<file path="src/verilog/mrm_pkg.sv">
// Purpose: Constants and carrier types for the mode and resource map block
// Assumes: 16-bit internal address space, 8-bit register port
// Notes: All offsets, fields and relocation reset values live here
package mrm_pkg;
   localparam logic [15:0] MODE_OFS = 16'h000b;
   localparam logic [15:0] RELOC_REG_OFS = 16'h0011;
   localparam logic [15:0] RELOC_RAM_OFS = 16'h0010;
   localparam logic [15:0] RELOC_EE_OFS = 16'h0012;
   localparam logic [15:0] BDM_STAT_OFS = 16'h0014;
   localparam logic [15:0] RELOC_REG_RST = 16'h0000;
   localparam logic [15:0] RELOC_RAM_RST = 16'h0800;
   localparam logic [15:0] RELOC_EE_RST = 16'h0d00;
   localparam logic [15:0] DBG_ROM_LO = 16'hff00;
   localparam logic [15:0] DBG_REG_HI = 16'hff06;
   localparam logic [15:0] REG_SIZE = 16'h0200;
   localparam logic [15:0] RAM_SIZE = 16'h0400;
   localparam logic [15:0] EE_SIZE = 16'h0300;
   localparam logic [15:0] FLASH_LO_SC = 16'h8000;
   localparam int B_SEL = 7;
   localparam int B_MHI = 6;
   localparam int B_MLO = 5;
   localparam int B_E_CLOCK_STRETCH_ENABLE = 4;
   localparam int B_INTERNAL_ACCESS_VISIBLE = 3;
   localparam int B_EBSW = 2;
   localparam int B_ZERO = 1;
   localparam int B_EME = 0;
   localparam int BDM_B_EN = 0;
   localparam int BDM_B_ACT = 1;

   // Strap code {debug pin, strap high, strap low}
   typedef enum logic [2:0] {
      MRM_SPC_SC = 3'h0,
      MRM_SPC_NARROW = 3'h1,
      MRM_PERIPH = 3'h2,
      MRM_SPC_WIDE = 3'h3,
      MRM_NRM_SC = 3'h4,
      MRM_NRM_NARROW = 3'h5,
      MRM_RESERVED = 3'h6,
      MRM_NRM_WIDE = 3'h7
   } mrm_mode_t;

   typedef enum logic [2:0] {
      MRM_SEL_DBG = 3'h0,
      MRM_SEL_REG = 3'h1,
      MRM_SEL_RAM = 3'h3,
      MRM_SEL_EE = 3'h2,
      MRM_SEL_FLASH = 3'h6,
      MRM_SEL_EXT = 3'h7,
      MRM_SEL_NONE = 3'h5
   } mrm_sel_t;

   // Split-cycle sequencer, Gray along idle->high->low
   typedef enum logic [1:0] {
      MRM_BUS_IDLE = 2'h0,
      MRM_BUS_HIGH = 2'h1,
      MRM_BUS_LOW = 2'h3
   } mrm_bus_t;

   typedef struct packed {
      logic [7:0] mode;
      logic first_sel_wr;
      logic mode_wr_done;
      logic [2:0] reloc_wr_done;
      logic [15:0] reg_base;
      logic [15:0] ram_base;
      logic [15:0] ee_base;
      logic [15:0] reg_base_pend;
      logic [15:0] ram_base_pend;
      logic [15:0] ee_base_pend;
      logic [2:0] reloc_pend;
      logic dbg_en;
      logic dbg_act;
      logic [7:0] rdata;
      mrm_bus_t bus;
      logic [15:0] bus_addr;
      logic [15:0] bus_data;
      logic bus_we;
      logic [2:0] sync_a;
      logic [2:0] sync_b;
      logic [2:0] sync_c;
      logic cmd_q;
   } mrm_state_t;

   typedef struct packed {
      logic [7:0] a_out;
      logic [7:0] a_oe;
      logic [7:0] b_out;
      logic [7:0] b_oe;
      logic [7:0] e_pullup;
      logic ab_pullup;
      logic e_bus_ctl;
   } mrm_pins_t;
endpackage
</file>
<file path="src/verilog/mrm_core.sv">
// Purpose: Operating-mode control and internal resource decode
// Assumes: Straps steady around reset release, debug commands pre-decoded
// Notes: Functional notes
`timescale 1ns/1ps
module mrm_core
(
   input wire logic clk_in,
   input wire logic rst_b_in,
   input wire logic dbg_pin_in,
   input wire logic strap_high_in,
   input wire logic strap_low_in,
   input wire logic [15:0] reg_addr_in,
   input wire logic [7:0] reg_wdata_in,
   input wire logic reg_wr_in,
   input wire logic reg_rd_in,
   output logic [7:0] reg_rdata_out,
   input wire logic [15:0] cpu_addr_in,
   input wire logic cpu_valid_in,
   input wire logic cpu_we_in,
   input wire logic [15:0] cpu_wdata_in,
   input wire logic cpu_idle_in,
   input wire logic dbg_enable_cmd_in,
   input wire logic dbg_serial_act_in,
   input wire logic background_enter_instruction_exec_in,
   input wire logic dbg_exit_in,
   input wire logic dbg_req_in,
   output logic dbg_grant_out,
   output mrm_pkg::mrm_sel_t sel_out,
   output logic ext_busy_out,
   output logic cpu_halt_out,
   output logic skip_vector_out,
   output logic debug_active_out,
   output mrm_pkg::mrm_pins_t pins_out
);
   mrm_pkg::mrm_state_t s_q;
   mrm_pkg::mrm_state_t s_d;
   mrm_pkg::mrm_mode_t mode_now;
   logic special;
   logic expanded;
   logic narrow;
   logic periph;
   logic strap_live;
   logic reset_seen_q;

   function automatic logic in_win(input logic [15:0] a,
                                   input logic [15:0] base,
                                   input logic [15:0] size);
      logic [15:0] off;
      off = a - base;
      in_win = off < size;
   endfunction

   function automatic logic is_periph(input logic [2:0] m);
      is_periph = m == mrm_pkg::MRM_PERIPH || m == mrm_pkg::MRM_RESERVED;
   endfunction

   function automatic mrm_pkg::mrm_sel_t decode(input logic [15:0] a,
                                                 input mrm_pkg::mrm_state_t st,
                                                 input logic exp_m);
      logic [15:0] flash_lo;
      flash_lo = exp_m ? 16'h0000 : mrm_pkg::FLASH_LO_SC;
      if (st.dbg_act && a >= mrm_pkg::DBG_ROM_LO)
         decode = mrm_pkg::MRM_SEL_DBG;
      else if (in_win(a, st.reg_base, mrm_pkg::REG_SIZE))
         decode = mrm_pkg::MRM_SEL_REG;
      else if (in_win(a, st.ram_base, mrm_pkg::RAM_SIZE))
         decode = mrm_pkg::MRM_SEL_RAM;
      else if (in_win(a, st.ee_base, mrm_pkg::EE_SIZE))
         decode = mrm_pkg::MRM_SEL_EE;
      else if (!exp_m && a >= flash_lo)
         decode = mrm_pkg::MRM_SEL_FLASH;
      else if (exp_m)
         decode = mrm_pkg::MRM_SEL_EXT;
      else
         decode = mrm_pkg::MRM_SEL_NONE;
   endfunction

   assign mode_now = mrm_pkg::mrm_mode_t'({s_q.mode[mrm_pkg::B_SEL],
      s_q.mode[mrm_pkg::B_MHI], s_q.mode[mrm_pkg::B_MLO]});
   assign special = !s_q.mode[mrm_pkg::B_SEL];
   assign periph = is_periph(mode_now);
   assign expanded = s_q.mode[mrm_pkg::B_MLO] && !periph;
   assign narrow = expanded && !s_q.mode[mrm_pkg::B_MHI];

   always_comb
   begin
      logic [7:0] w;
      logic [2:0] cand;
      logic [2:0] code;
      logic map_hit;
      w = reg_wdata_in;
      cand = 3'h0;
      code = 3'h0;
      map_hit = 1'b0;
      s_d = s_q;
      // Pin synchronisers, a change counts when stages two and three agree
      s_d.sync_a = {s_q.sync_a[1:0], dbg_pin_in};
      s_d.sync_b = {s_q.sync_b[1:0], strap_high_in};
      s_d.sync_c = {s_q.sync_c[1:0], strap_low_in};
      s_d.cmd_q = 1'b0;
      if (!reset_seen_q)
      begin
         // First cycle after reset release: latch straps
         code = {s_q.sync_a[2], s_q.sync_b[2], s_q.sync_c[2]};
         if (code == mrm_pkg::MRM_RESERVED)
            code = mrm_pkg::MRM_PERIPH;
         s_d.mode = 8'h00;
         s_d.mode[mrm_pkg::B_SEL] = code[2];
         s_d.mode[mrm_pkg::B_MHI] = code[1];
         s_d.mode[mrm_pkg::B_MLO] = code[0];
         s_d.mode[mrm_pkg::B_E_CLOCK_STRETCH_ENABLE] = 1'b1;
         s_d.mode[mrm_pkg::B_INTERNAL_ACCESS_VISIBLE] = !code[2];
         s_d.mode[mrm_pkg::B_EME] = !code[2];
         s_d.dbg_en = code == mrm_pkg::MRM_SPC_SC;
         s_d.dbg_act = code == mrm_pkg::MRM_SPC_SC;
      end
      map_hit = reg_addr_in == mrm_pkg::MODE_OFS && !periph;
      if (reg_wr_in && reset_seen_q && map_hit)
      begin
         // Select bit: only while 0, first write dropped
         if (special)
         begin
            if (s_q.first_sel_wr)
               s_d.mode[mrm_pkg::B_SEL] = w[mrm_pkg::B_SEL];
            s_d.first_sel_wr = 1'b1;
         end
         cand = {s_d.mode[mrm_pkg::B_SEL], w[mrm_pkg::B_MHI],
                 w[mrm_pkg::B_MLO]};
         if ((special || !s_q.mode_wr_done) && !is_periph(cand))
         begin
            s_d.mode[mrm_pkg::B_MHI] = w[mrm_pkg::B_MHI];
            s_d.mode[mrm_pkg::B_MLO] = w[mrm_pkg::B_MLO];
         end
         if (!special)
            s_d.mode_wr_done = 1'b1;
         if (!special && !s_q.mode_wr_done)
         begin
            s_d.mode[mrm_pkg::B_E_CLOCK_STRETCH_ENABLE] = w[mrm_pkg::B_E_CLOCK_STRETCH_ENABLE];
            s_d.mode[mrm_pkg::B_INTERNAL_ACCESS_VISIBLE] = w[mrm_pkg::B_INTERNAL_ACCESS_VISIBLE];
            s_d.mode[mrm_pkg::B_EME] = w[mrm_pkg::B_EME];
         end
         if (special && s_q.first_sel_wr)
         begin
            s_d.mode[mrm_pkg::B_E_CLOCK_STRETCH_ENABLE] = w[mrm_pkg::B_E_CLOCK_STRETCH_ENABLE];
            s_d.mode[mrm_pkg::B_INTERNAL_ACCESS_VISIBLE] = w[mrm_pkg::B_INTERNAL_ACCESS_VISIBLE];
            s_d.mode[mrm_pkg::B_EME] = w[mrm_pkg::B_EME];
         end
         if (!special)
            s_d.mode[mrm_pkg::B_EBSW] = w[mrm_pkg::B_EBSW];
         s_d.mode[mrm_pkg::B_ZERO] = 1'b0;
      end
      // Relocation: one write in normal modes, applied a cycle later
      s_d.reloc_pend = 3'h0;
      if (s_q.reloc_pend[0])
         s_d.reg_base = s_q.reg_base_pend;
      if (s_q.reloc_pend[1])
         s_d.ram_base = s_q.ram_base_pend;
      if (s_q.reloc_pend[2])
         s_d.ee_base = s_q.ee_base_pend;
      if (reg_wr_in && reset_seen_q)
      begin
         if (reg_addr_in == mrm_pkg::RELOC_REG_OFS &&
             (special || !s_q.reloc_wr_done[0]))
         begin
            s_d.reg_base_pend = {w[7:3], 11'h000};
            s_d.reloc_pend[0] = 1'b1;
         end
         if (reg_addr_in == mrm_pkg::RELOC_RAM_OFS &&
             (special || !s_q.reloc_wr_done[1]))
         begin
            s_d.ram_base_pend = {w[7:3], 11'h000};
            s_d.reloc_pend[1] = 1'b1;
         end
         if (reg_addr_in == mrm_pkg::RELOC_EE_OFS &&
             (special || !s_q.reloc_wr_done[2]))
         begin
            s_d.ee_base_pend = {w[7:4], 12'h000};
            s_d.reloc_pend[2] = 1'b1;
         end
         if (!special)
            s_d.reloc_wr_done = s_q.reloc_wr_done | {
               reg_addr_in == mrm_pkg::RELOC_EE_OFS,
               reg_addr_in == mrm_pkg::RELOC_RAM_OFS,
               reg_addr_in == mrm_pkg::RELOC_REG_OFS};
      end
      // Debug enable and activation
      if (dbg_enable_cmd_in && reset_seen_q)
         s_d.dbg_en = 1'b1;
      if (s_q.dbg_en && (dbg_serial_act_in || background_enter_instruction_exec_in))
         s_d.dbg_act = 1'b1;
      if (dbg_exit_in && mode_now != mrm_pkg::MRM_SPC_SC)
         s_d.dbg_act = 1'b0;
      // Split external word access in special narrow mode
      case (s_q.bus)
         mrm_pkg::MRM_BUS_IDLE:
         begin
            if (cpu_valid_in && narrow && special &&
                decode(cpu_addr_in, s_q, expanded) == mrm_pkg::MRM_SEL_EXT)
            begin
               s_d.bus = mrm_pkg::MRM_BUS_HIGH;
               s_d.bus_addr = cpu_addr_in;
               s_d.bus_data = cpu_wdata_in;
               s_d.bus_we = cpu_we_in;
            end
         end
         mrm_pkg::MRM_BUS_HIGH:
            s_d.bus = mrm_pkg::MRM_BUS_LOW;
         mrm_pkg::MRM_BUS_LOW:
            s_d.bus = mrm_pkg::MRM_BUS_IDLE;
         default:
            s_d.bus = mrm_pkg::MRM_BUS_IDLE;
      endcase
      // Register read data stand one cycle after the strobe
      s_d.rdata = 8'h00;
      if (reg_rd_in)
      begin
         if (map_hit)
         begin
            s_d.rdata = s_q.mode;
            if (expanded)
               s_d.rdata[mrm_pkg::B_E_CLOCK_STRETCH_ENABLE] = 1'b1;
         end
         else if (reg_addr_in == mrm_pkg::RELOC_REG_OFS)
            s_d.rdata = s_q.reg_base[15:8];
         else if (reg_addr_in == mrm_pkg::RELOC_RAM_OFS)
            s_d.rdata = s_q.ram_base[15:8];
         else if (reg_addr_in == mrm_pkg::RELOC_EE_OFS)
            s_d.rdata = s_q.ee_base[15:8];
         else if (reg_addr_in == mrm_pkg::BDM_STAT_OFS)
            s_d.rdata = {6'h00, s_q.dbg_act, s_q.dbg_en};
      end
      if (!rst_b_in)
      begin
         s_d = '0;
         s_d.mode[mrm_pkg::B_E_CLOCK_STRETCH_ENABLE] = 1'b1;
         s_d.reg_base = mrm_pkg::RELOC_REG_RST;
         s_d.ram_base = mrm_pkg::RELOC_RAM_RST;
         s_d.ee_base = mrm_pkg::RELOC_EE_RST;
         // Keep shifting in reset so the straps are settled at release
         s_d.sync_a = {s_q.sync_a[1:0], dbg_pin_in};
         s_d.sync_b = {s_q.sync_b[1:0], strap_high_in};
         s_d.sync_c = {s_q.sync_c[1:0], strap_low_in};
      end
   end

   always_ff @(posedge clk_in)
   begin
      s_q <= s_d;
      reset_seen_q <= rst_b_in;
   end

   assign strap_live = s_q.sync_a[2] == s_q.sync_a[1];
   assign reg_rdata_out = s_q.rdata;
   assign sel_out = cpu_valid_in ? decode(cpu_addr_in, s_q, expanded)
                                 : mrm_pkg::MRM_SEL_NONE;
   assign ext_busy_out = s_q.bus != mrm_pkg::MRM_BUS_IDLE;
   // Debug steals only idle cycles, never stalls the program
   assign dbg_grant_out = dbg_req_in && cpu_idle_in && !cpu_valid_in &&
                          !periph;
   assign cpu_halt_out = periph || !reset_seen_q;
   assign skip_vector_out = mode_now == mrm_pkg::MRM_SPC_SC;
   assign debug_active_out = s_q.dbg_act;

   always_comb
   begin
      pins_out = '0;
      pins_out.e_pullup = 8'h03;
      pins_out.ab_pullup = 1'b0;
      pins_out.e_bus_ctl = expanded && special &&
                           s_q.mode[mrm_pkg::B_MHI];
      if (s_q.bus == mrm_pkg::MRM_BUS_HIGH)
      begin
         pins_out.a_out = s_q.bus_we ? s_q.bus_data[15:8]
                                     : s_q.bus_addr[15:8];
         pins_out.a_oe = 8'hff;
         pins_out.b_out = s_q.bus_addr[7:0];
         pins_out.b_oe = 8'hff;
      end
      else if (s_q.bus == mrm_pkg::MRM_BUS_LOW)
      begin
         pins_out.a_out = s_q.bus_we ? s_q.bus_data[7:0]
                                     : s_q.bus_addr[15:8];
         pins_out.a_oe = 8'hff;
         pins_out.b_out = s_q.bus_addr[7:0] | 8'h01;
         pins_out.b_oe = 8'hff;
      end
      else if (expanded && cpu_valid_in && strap_live)
      begin
         pins_out.a_out = cpu_we_in ? cpu_wdata_in[15:8]
                                    : cpu_addr_in[15:8];
         pins_out.a_oe = 8'hff;
         pins_out.b_out = (!narrow && cpu_we_in) ? cpu_wdata_in[7:0]
                                                 : cpu_addr_in[7:0];
         pins_out.b_oe = 8'hff;
      end
      // Single-chip modes leave A/B undriven as inputs
   end
endmodule

</file>
<file path="config.mk">
export PLATFORM = sky130hd
export DESIGN_NAME = mrm_core
export DESIGN_NICKNAME = d
export VERILOG_FILES = /design/src/verilog/mrm_pkg.sv /design/src/verilog/mrm_core.sv
export SDC_FILE = /design/constraint.sdc
export NUM_CORES = 1
export LEC_CHECK = 0
export BUFFER_PORTS_ARGS = -buffer_cell sky130_fd_sc_hd__buf_2
export CAP_MARGIN = 15
export CORE_AREA = 5 5 83 162
export CTS_CLUSTER_DIAMETER = 80
export DETAILED_ROUTE_END_ITERATION = 6
export DIE_AREA = 0 0 88 167
export PLACE_DENSITY = 0.69
export SYNTH_ARGS = -nofsm -noshare
export SYNTH_HDL_FRONTEND = slang
export SYNTH_SLANG_ARGS = --single-unit
export TNS_END_PERCENT = 10
</file>
<file path="constraint.sdc">
create_clock -name clk_in -period 3 [get_ports clk_in]
set_input_delay 0.6 -clock clk_in [delete_from_list [all_inputs] [get_ports clk_in]]
set_output_delay 0.6 -clock clk_in [all_outputs]
set_load 0.01 [all_outputs]
</file>
# --- Word-level counts from Yosys, hierarchy flattened ---
# Index checks and enable logic that the tools add are counted.
word_totals:
  out_inout_bits: 58
  in_bits: 71
  wordCells: 158
  reg_bits: 101
classes:
  n_addsub: 3
  eq_ne: 17
  order_cmp: 5
  bitwise_logic: 3
  reduce_logical: 63
  muxes: 45
op_table:
  columns: ["op", "n"]
  rows:
  - ["$mux W32", 3]
  - ["$mux W8", 9]
  - ["$eq A16 B5 Y1 const B", 4]
  - ["$sub A16 B16 Y16", 3]
  - ["$mux W35", 1]
  - ["$lt A16 B10 Y1 const B", 2]
  - ["$logic_and A1 B1 Y1", 27]
  - ["$mux W3", 9]
  - ["$reduce_and A2 Y1", 9]
  - ["$mux W17", 1]
  - ["$eq A16 B4 Y1 const B", 1]
  - ["$ge A16 B16 Y1", 1]
  - ["$ge A16 B16 Y1 const B", 1]
  - ["$lt A16 B11 Y1 const B", 1]
  - ["$mux W16", 1]
  - ["$logic_not A1 Y1", 13]
  - ["$mux W1", 13]
  - ["$eq A3 B3 Y1 const B", 4]
  - ["$mux W2", 6]
  - ["$mux W10", 1]
  - ["$logic_or A1 B1 Y1", 8]
  - ["$eq A3 B2 Y1 const B", 2]
  - ["$logic_not A3 Y1", 2]
  - ["$ne A2 B1 Y1 const B", 2]
  - ["other kinds (11)", 12]

# --- Logic depth before layout (Yosys ltp) ---
logic_depth:
  word_depth: 17
  ltp_mapped: 12
  depth_no_buf: 10

# --- Least setup slack after synthesis ---
# No wires, ideal clock.
synth_path:
  path_type: "input-to-output"
  startpoint: "input cpu_addr_in[11]"
  endpoint: "output sel_out[0]"
  t_arrival_ns: 2.361
  stages: 9
  path_slack_ns: 0.039
  cell_sequence: "inv_1 ha_1 fa_1 nand2b_1 a21oi_1 xnor2_1 a2111oi_2 nor3b_1 a22oi_1"
synth_via:
  elab_chain_len: 8
synth_rtl:
  columns: ["item", "line_no", "text"]
  rows:
  - ["from (decl)", "mrm_core.sv:17", "input wire logic [15:0] cpu_addr_in,"]
  - ["branches (longest 6 deep; another with $sub A16 B16 Y16)", null, null]
  - ["$mux W3 (*)", null, null]
  - ["$mux W3 (*)", "mrm_core.sv:254", "assign sel_out = cpu_valid_in ? decode(cpu_addr_in, s_q, expanded)"]
  - ["to (decl)", "mrm_core.sv:28", "output mrm_pkg::mrm_sel_t sel_out,"]
# Every way passes the cells marked *.

# --- Worst setup path in the final report ---
layout_path:
  startpoint: "register s_q[117] (netlist name)"
  endpoint: "output sel_out[2]"
layout_via:
  elab_chain_len: 7
layout_rtl:
  columns: ["item", "line_no", "text"]
  rows:
  - ["from (decl)", "mrm_core.sv:35", "mrm_pkg::mrm_state_t s_q;"]
  - ["from (signal assigned)", "mrm_core.sv:248", "s_q <= s_d;"]
  - ["$sub A16 B16 Y16", "mrm_core.sv:49", "off = a - base;"]
  - ["$lt A16 B10 Y1", "mrm_core.sv:50", "in_win = off < size;"]
  - ["$mux W3 (4 in a row)", null, null]
  - ["$mux W3", "mrm_core.sv:254", null]
# No other way between the ends.

==> summary.txt <==
Global routing
  • Pin count of the biggest net entering global routing: approximately 40
  • Vias in the first global route: just under 5000
  • Initial antenna violation count: 2
  • Global route overflow: 0
  • GRT Util Overall: 21.6%
  • First-pass GRT wire length: 24.3 mm

Pwr
  • Clock Power Share: 38.4%
  • PnR Total Power: 2.86 mW
  • Power per cell area: roughly 440 mW/mm^2
  • Combinational fraction of design power: around 14%
  • Peak supply drop: ~0.34 mV
  • Pleak: ~2.7 nW
  • Seq pwr share: 47.5%
  • Net switching power figure: between 700 and 800 uW
  • Internal power: around 2.1 mW
  • Sw Ratio: 25.9%

CTS
  • Clk Latency, worst-skew pair: around 350 ps
  • Largest buffer count on any clock path: 2
  • CTS tree: yes
  • Hold_buf cts: 0
  • CTS root buf: clkbuf_16
  • CTS Buf Count: 9
  • Clock Sinks: around 100
  • H-tree depth: 3
  • Clock transition at the registers of the reported paths: 60 ps

Placement
  • HPWL Detailed: roughly 13 mm
  • Dpl cells: 854
  • Port-buffer cells: approximately 120
  • Routability-driven placement congestion ratio: 0.872

Synth
  • Post-synth EDFFs: 0
  • Share of Yosys cell area claimed by the top area cell type: a little over a third
  • Post-synthesis register bit count: between 90 and 100
  • Cell count after synthesis: 611
  • Synth Area in XOR/XNOR: 2.26%
  • Syn Std Cell Area: roughly 0.0054 mm^2
  • Post-synth cell types: 64
  • Mux contribution to synthesized area: between 10% and 20%
  • Post-Synth Simple-Gate Area: a little under a fifth
  • Syn Area/Cell: between 8 and 9 um^2
  • Largest family of logic cells by synthesized area: simple AND/OR/NAND/NOR gates
  • Sequential element share of the synthesized area: 36.5%
  • Synth area leaders: dfxtp_1 (37%), mux2i_1 (16%), nand2_1 (7.3%), buf_4 (4.6%), ha_1 (3.7%)
  • Post-Synth Adder-Cell Area: 4.42%
  • Async set or reset register ratio after synthesis: 0%
  • Ys flop type: dfxtp_1
  • Area leader, netlist: dfxtp_1
  • Syn. warnings: 0
  • Compound-Gate Fraction of Synth Area: 11.2%

STA
  • Setup-failing EPs final: 3
  • Slew @ Worst Pin: roughly 660 ps
  • Fmax: 300 MHz
  • RSZ-0062 raised after global routing: true
  • Final hold slack: ~330 ps
  • Tcrit/Tclk final: 111%
  • Final hold vios: 0
  • Slew HR: ~56%
  • Max-slew violation count: 0
  • Final Skew: ~6.9 ps
  • Post-layout min period: 3330 ps
  • Fin worst setup slack: -331 ps

Final layout
  • Nets@finish: 812
  • Share of layout cells above drive strength 1: between 20% and 30%
  • Post-Route Utilization: between 50% and 60%
  • Post-Layout Cell Count: 876
  • Fillers: approximately 1100
  • Layout area overhead: 20.5%

Route
  • Routed length on met2: approximately 9 mm
  • Vias per Instance: approximately 5.5
  • DRC: 0
  • Max layer used: met4
  • Total routed wirelength: 15.9 mm
  • Initial DRC Count: around 180
  • Wl on met1: ~5.3 mm
  • Met3 wire length: 637 um
  • DRT antenna net count: 0
  • WL per Instance: around 18 um
  • Via Count: ~4800
  • Drt pass-1 iters: 5

Worst setup path
  • Arrival @ worst endpoint: ~2700 ps
  • Critical Path RT: about 2400 ps
  • Category of the critical setup timing path: reg -> out
  • CP Launch Type: flop
  • Worst-path fanout max: 3
  • CP endpoint kind: output pin

Die
  • Die Ht: ~170 um
  • Die ar.: approximately 0.015 mm^2
  • Floorplan core area: around 0.012 mm^2
  • Cell Rows: 57
  • Initial Utilization: between 40% and 50%
  • Die Wd: 88 um
  • I/O pin cnt: 129

Outcome
  • Status: finished with violations
  • Failing checks: setup timing

Hold path
  • Min-Delay Path Class: reg -> reg

Run
  • Max-cap violations: 0
[metal layers]
| metal | GRT usage, % | up-vias |
|---|---|---|
| met2 | 39.8 | 142 |
| met5 | 0 | - |
| met3 | 3.56 | 53 |
| met4 | 16.0 | 0 |
| li1 | - | 2296 |
| met1 | 20.3 | 2294 |
[what timing repair did]
action                                  4_1_cts  5_1_grt
pin swaps                                    15       11
gates resized for setup                      26       10
endpoints found under the setup margin        3       35
buffers inserted                              6        1
[logic make-up after synthesis]
kind of cell,count (synthesis)
other,2
multiplexers,87
XOR/XNOR,14
AO/OA/AOI/OAI,88
buffers and inverters,87
adder cells (fa/ha/maj),18
AND/OR/NAND/NOR,216
flip-flops,99
[worst max-delay path, stage by stage (launching register included)]
cell and delay [ps]:
dfxtp_4 380, inv_4 60, ha_4 250, buf_6 120
buf_6 110, a21oi_4 150, xor2_1 190, o2111ai_2 160
nor4b_4 410, buf_4 210, nor4_4 50, nand2b_1 160
buf_2 140
[final cells by class]
cell class	instances	area [um^2]	area share, %
Antenna cell	2	5.00	0.0765
Clock buffer	12	256	3.92
Clock inverter	3	22.5	0.344
Inverter	21	81.3	1.24
Multi-Input combinational cell	432	3070	46.9
Sequential cell	99	1990	30.3
Tap cell	147	184	2.81
Timing Repair Buffer	160	942	14.4
[power groups by stage]
stage          sequential (mW)  clock, mW  combinational [mW]
5_1_grt                   1.36       1.17               0.435
6_report                  1.36       1.10               0.402
4_1_cts                   1.36       1.12               0.390
3_3_place_gp              1.39          0               0.359
3_5_place_dp              1.39          0               0.374
2_1_floorplan             1.38          0               0.251
[registers in the layout, summed over array words and instances, names as in the netlist]
signal,cells
mode_now,3
debug_active_out,1
s_q,86
reg_rdata_out,8
reset_seen_q,1
[cell usage after synthesis, types with 10 or more instances]
cell type,count
nand2_1,105
dfxtp_1,99
mux2i_1,86
nor2_1,49
buf_4,33
a21oi_1,24
inv_1,21
ha_1,16
o21ai_0,16
clkbuf_1,14
o31ai_1,10
[stage by stage]
step | cell area (um^2) | setup slack [ps] | TNS, ps
floorplan | 5460 | 39.1 | 0
global placement | 6040 | -440 | -3820
global route | 6540 | -428 | -1250
finish | 6540 | -331 | -926
detailed placement | 6040 | -552 | -7760
CTS | 6470 | -317 | -841
[layout by cell type (no fill, tap or decap), drive strengths merged, types with 3 or more instances in the layout]
master,n
nand3,8
xor2,7
or2,4
a21o,4
or3,4
nor3b,4
clkbuf,12
ha,16
nand2,105
a31oi,3
conb,9
o21ai,19
o31ai,11
and3,3
buf,160
nand2b,8
inv,22
a21oi,24
a222oi,5
nor2,49
nor3,7
dfxtp,99
o211ai,8
mux2i,86
nor4,9
xnor2,7
o21a,3
[final timing paths]
| kind | endpoint | slack [ps] | start | cells after the start |
|---|---|---|---|---|
| max | sel_out[2] | -330 | s_q[117] | 12 |
| min reg2reg | s_q[6] | 330 | s_q[5] | 0 |
| max reg2reg | s_q[21] | 120 | s_q[117] | 12 |
| min | s_q[6] | 330 | s_q[5] | 0 |
(Power assumes the default switching activity.)
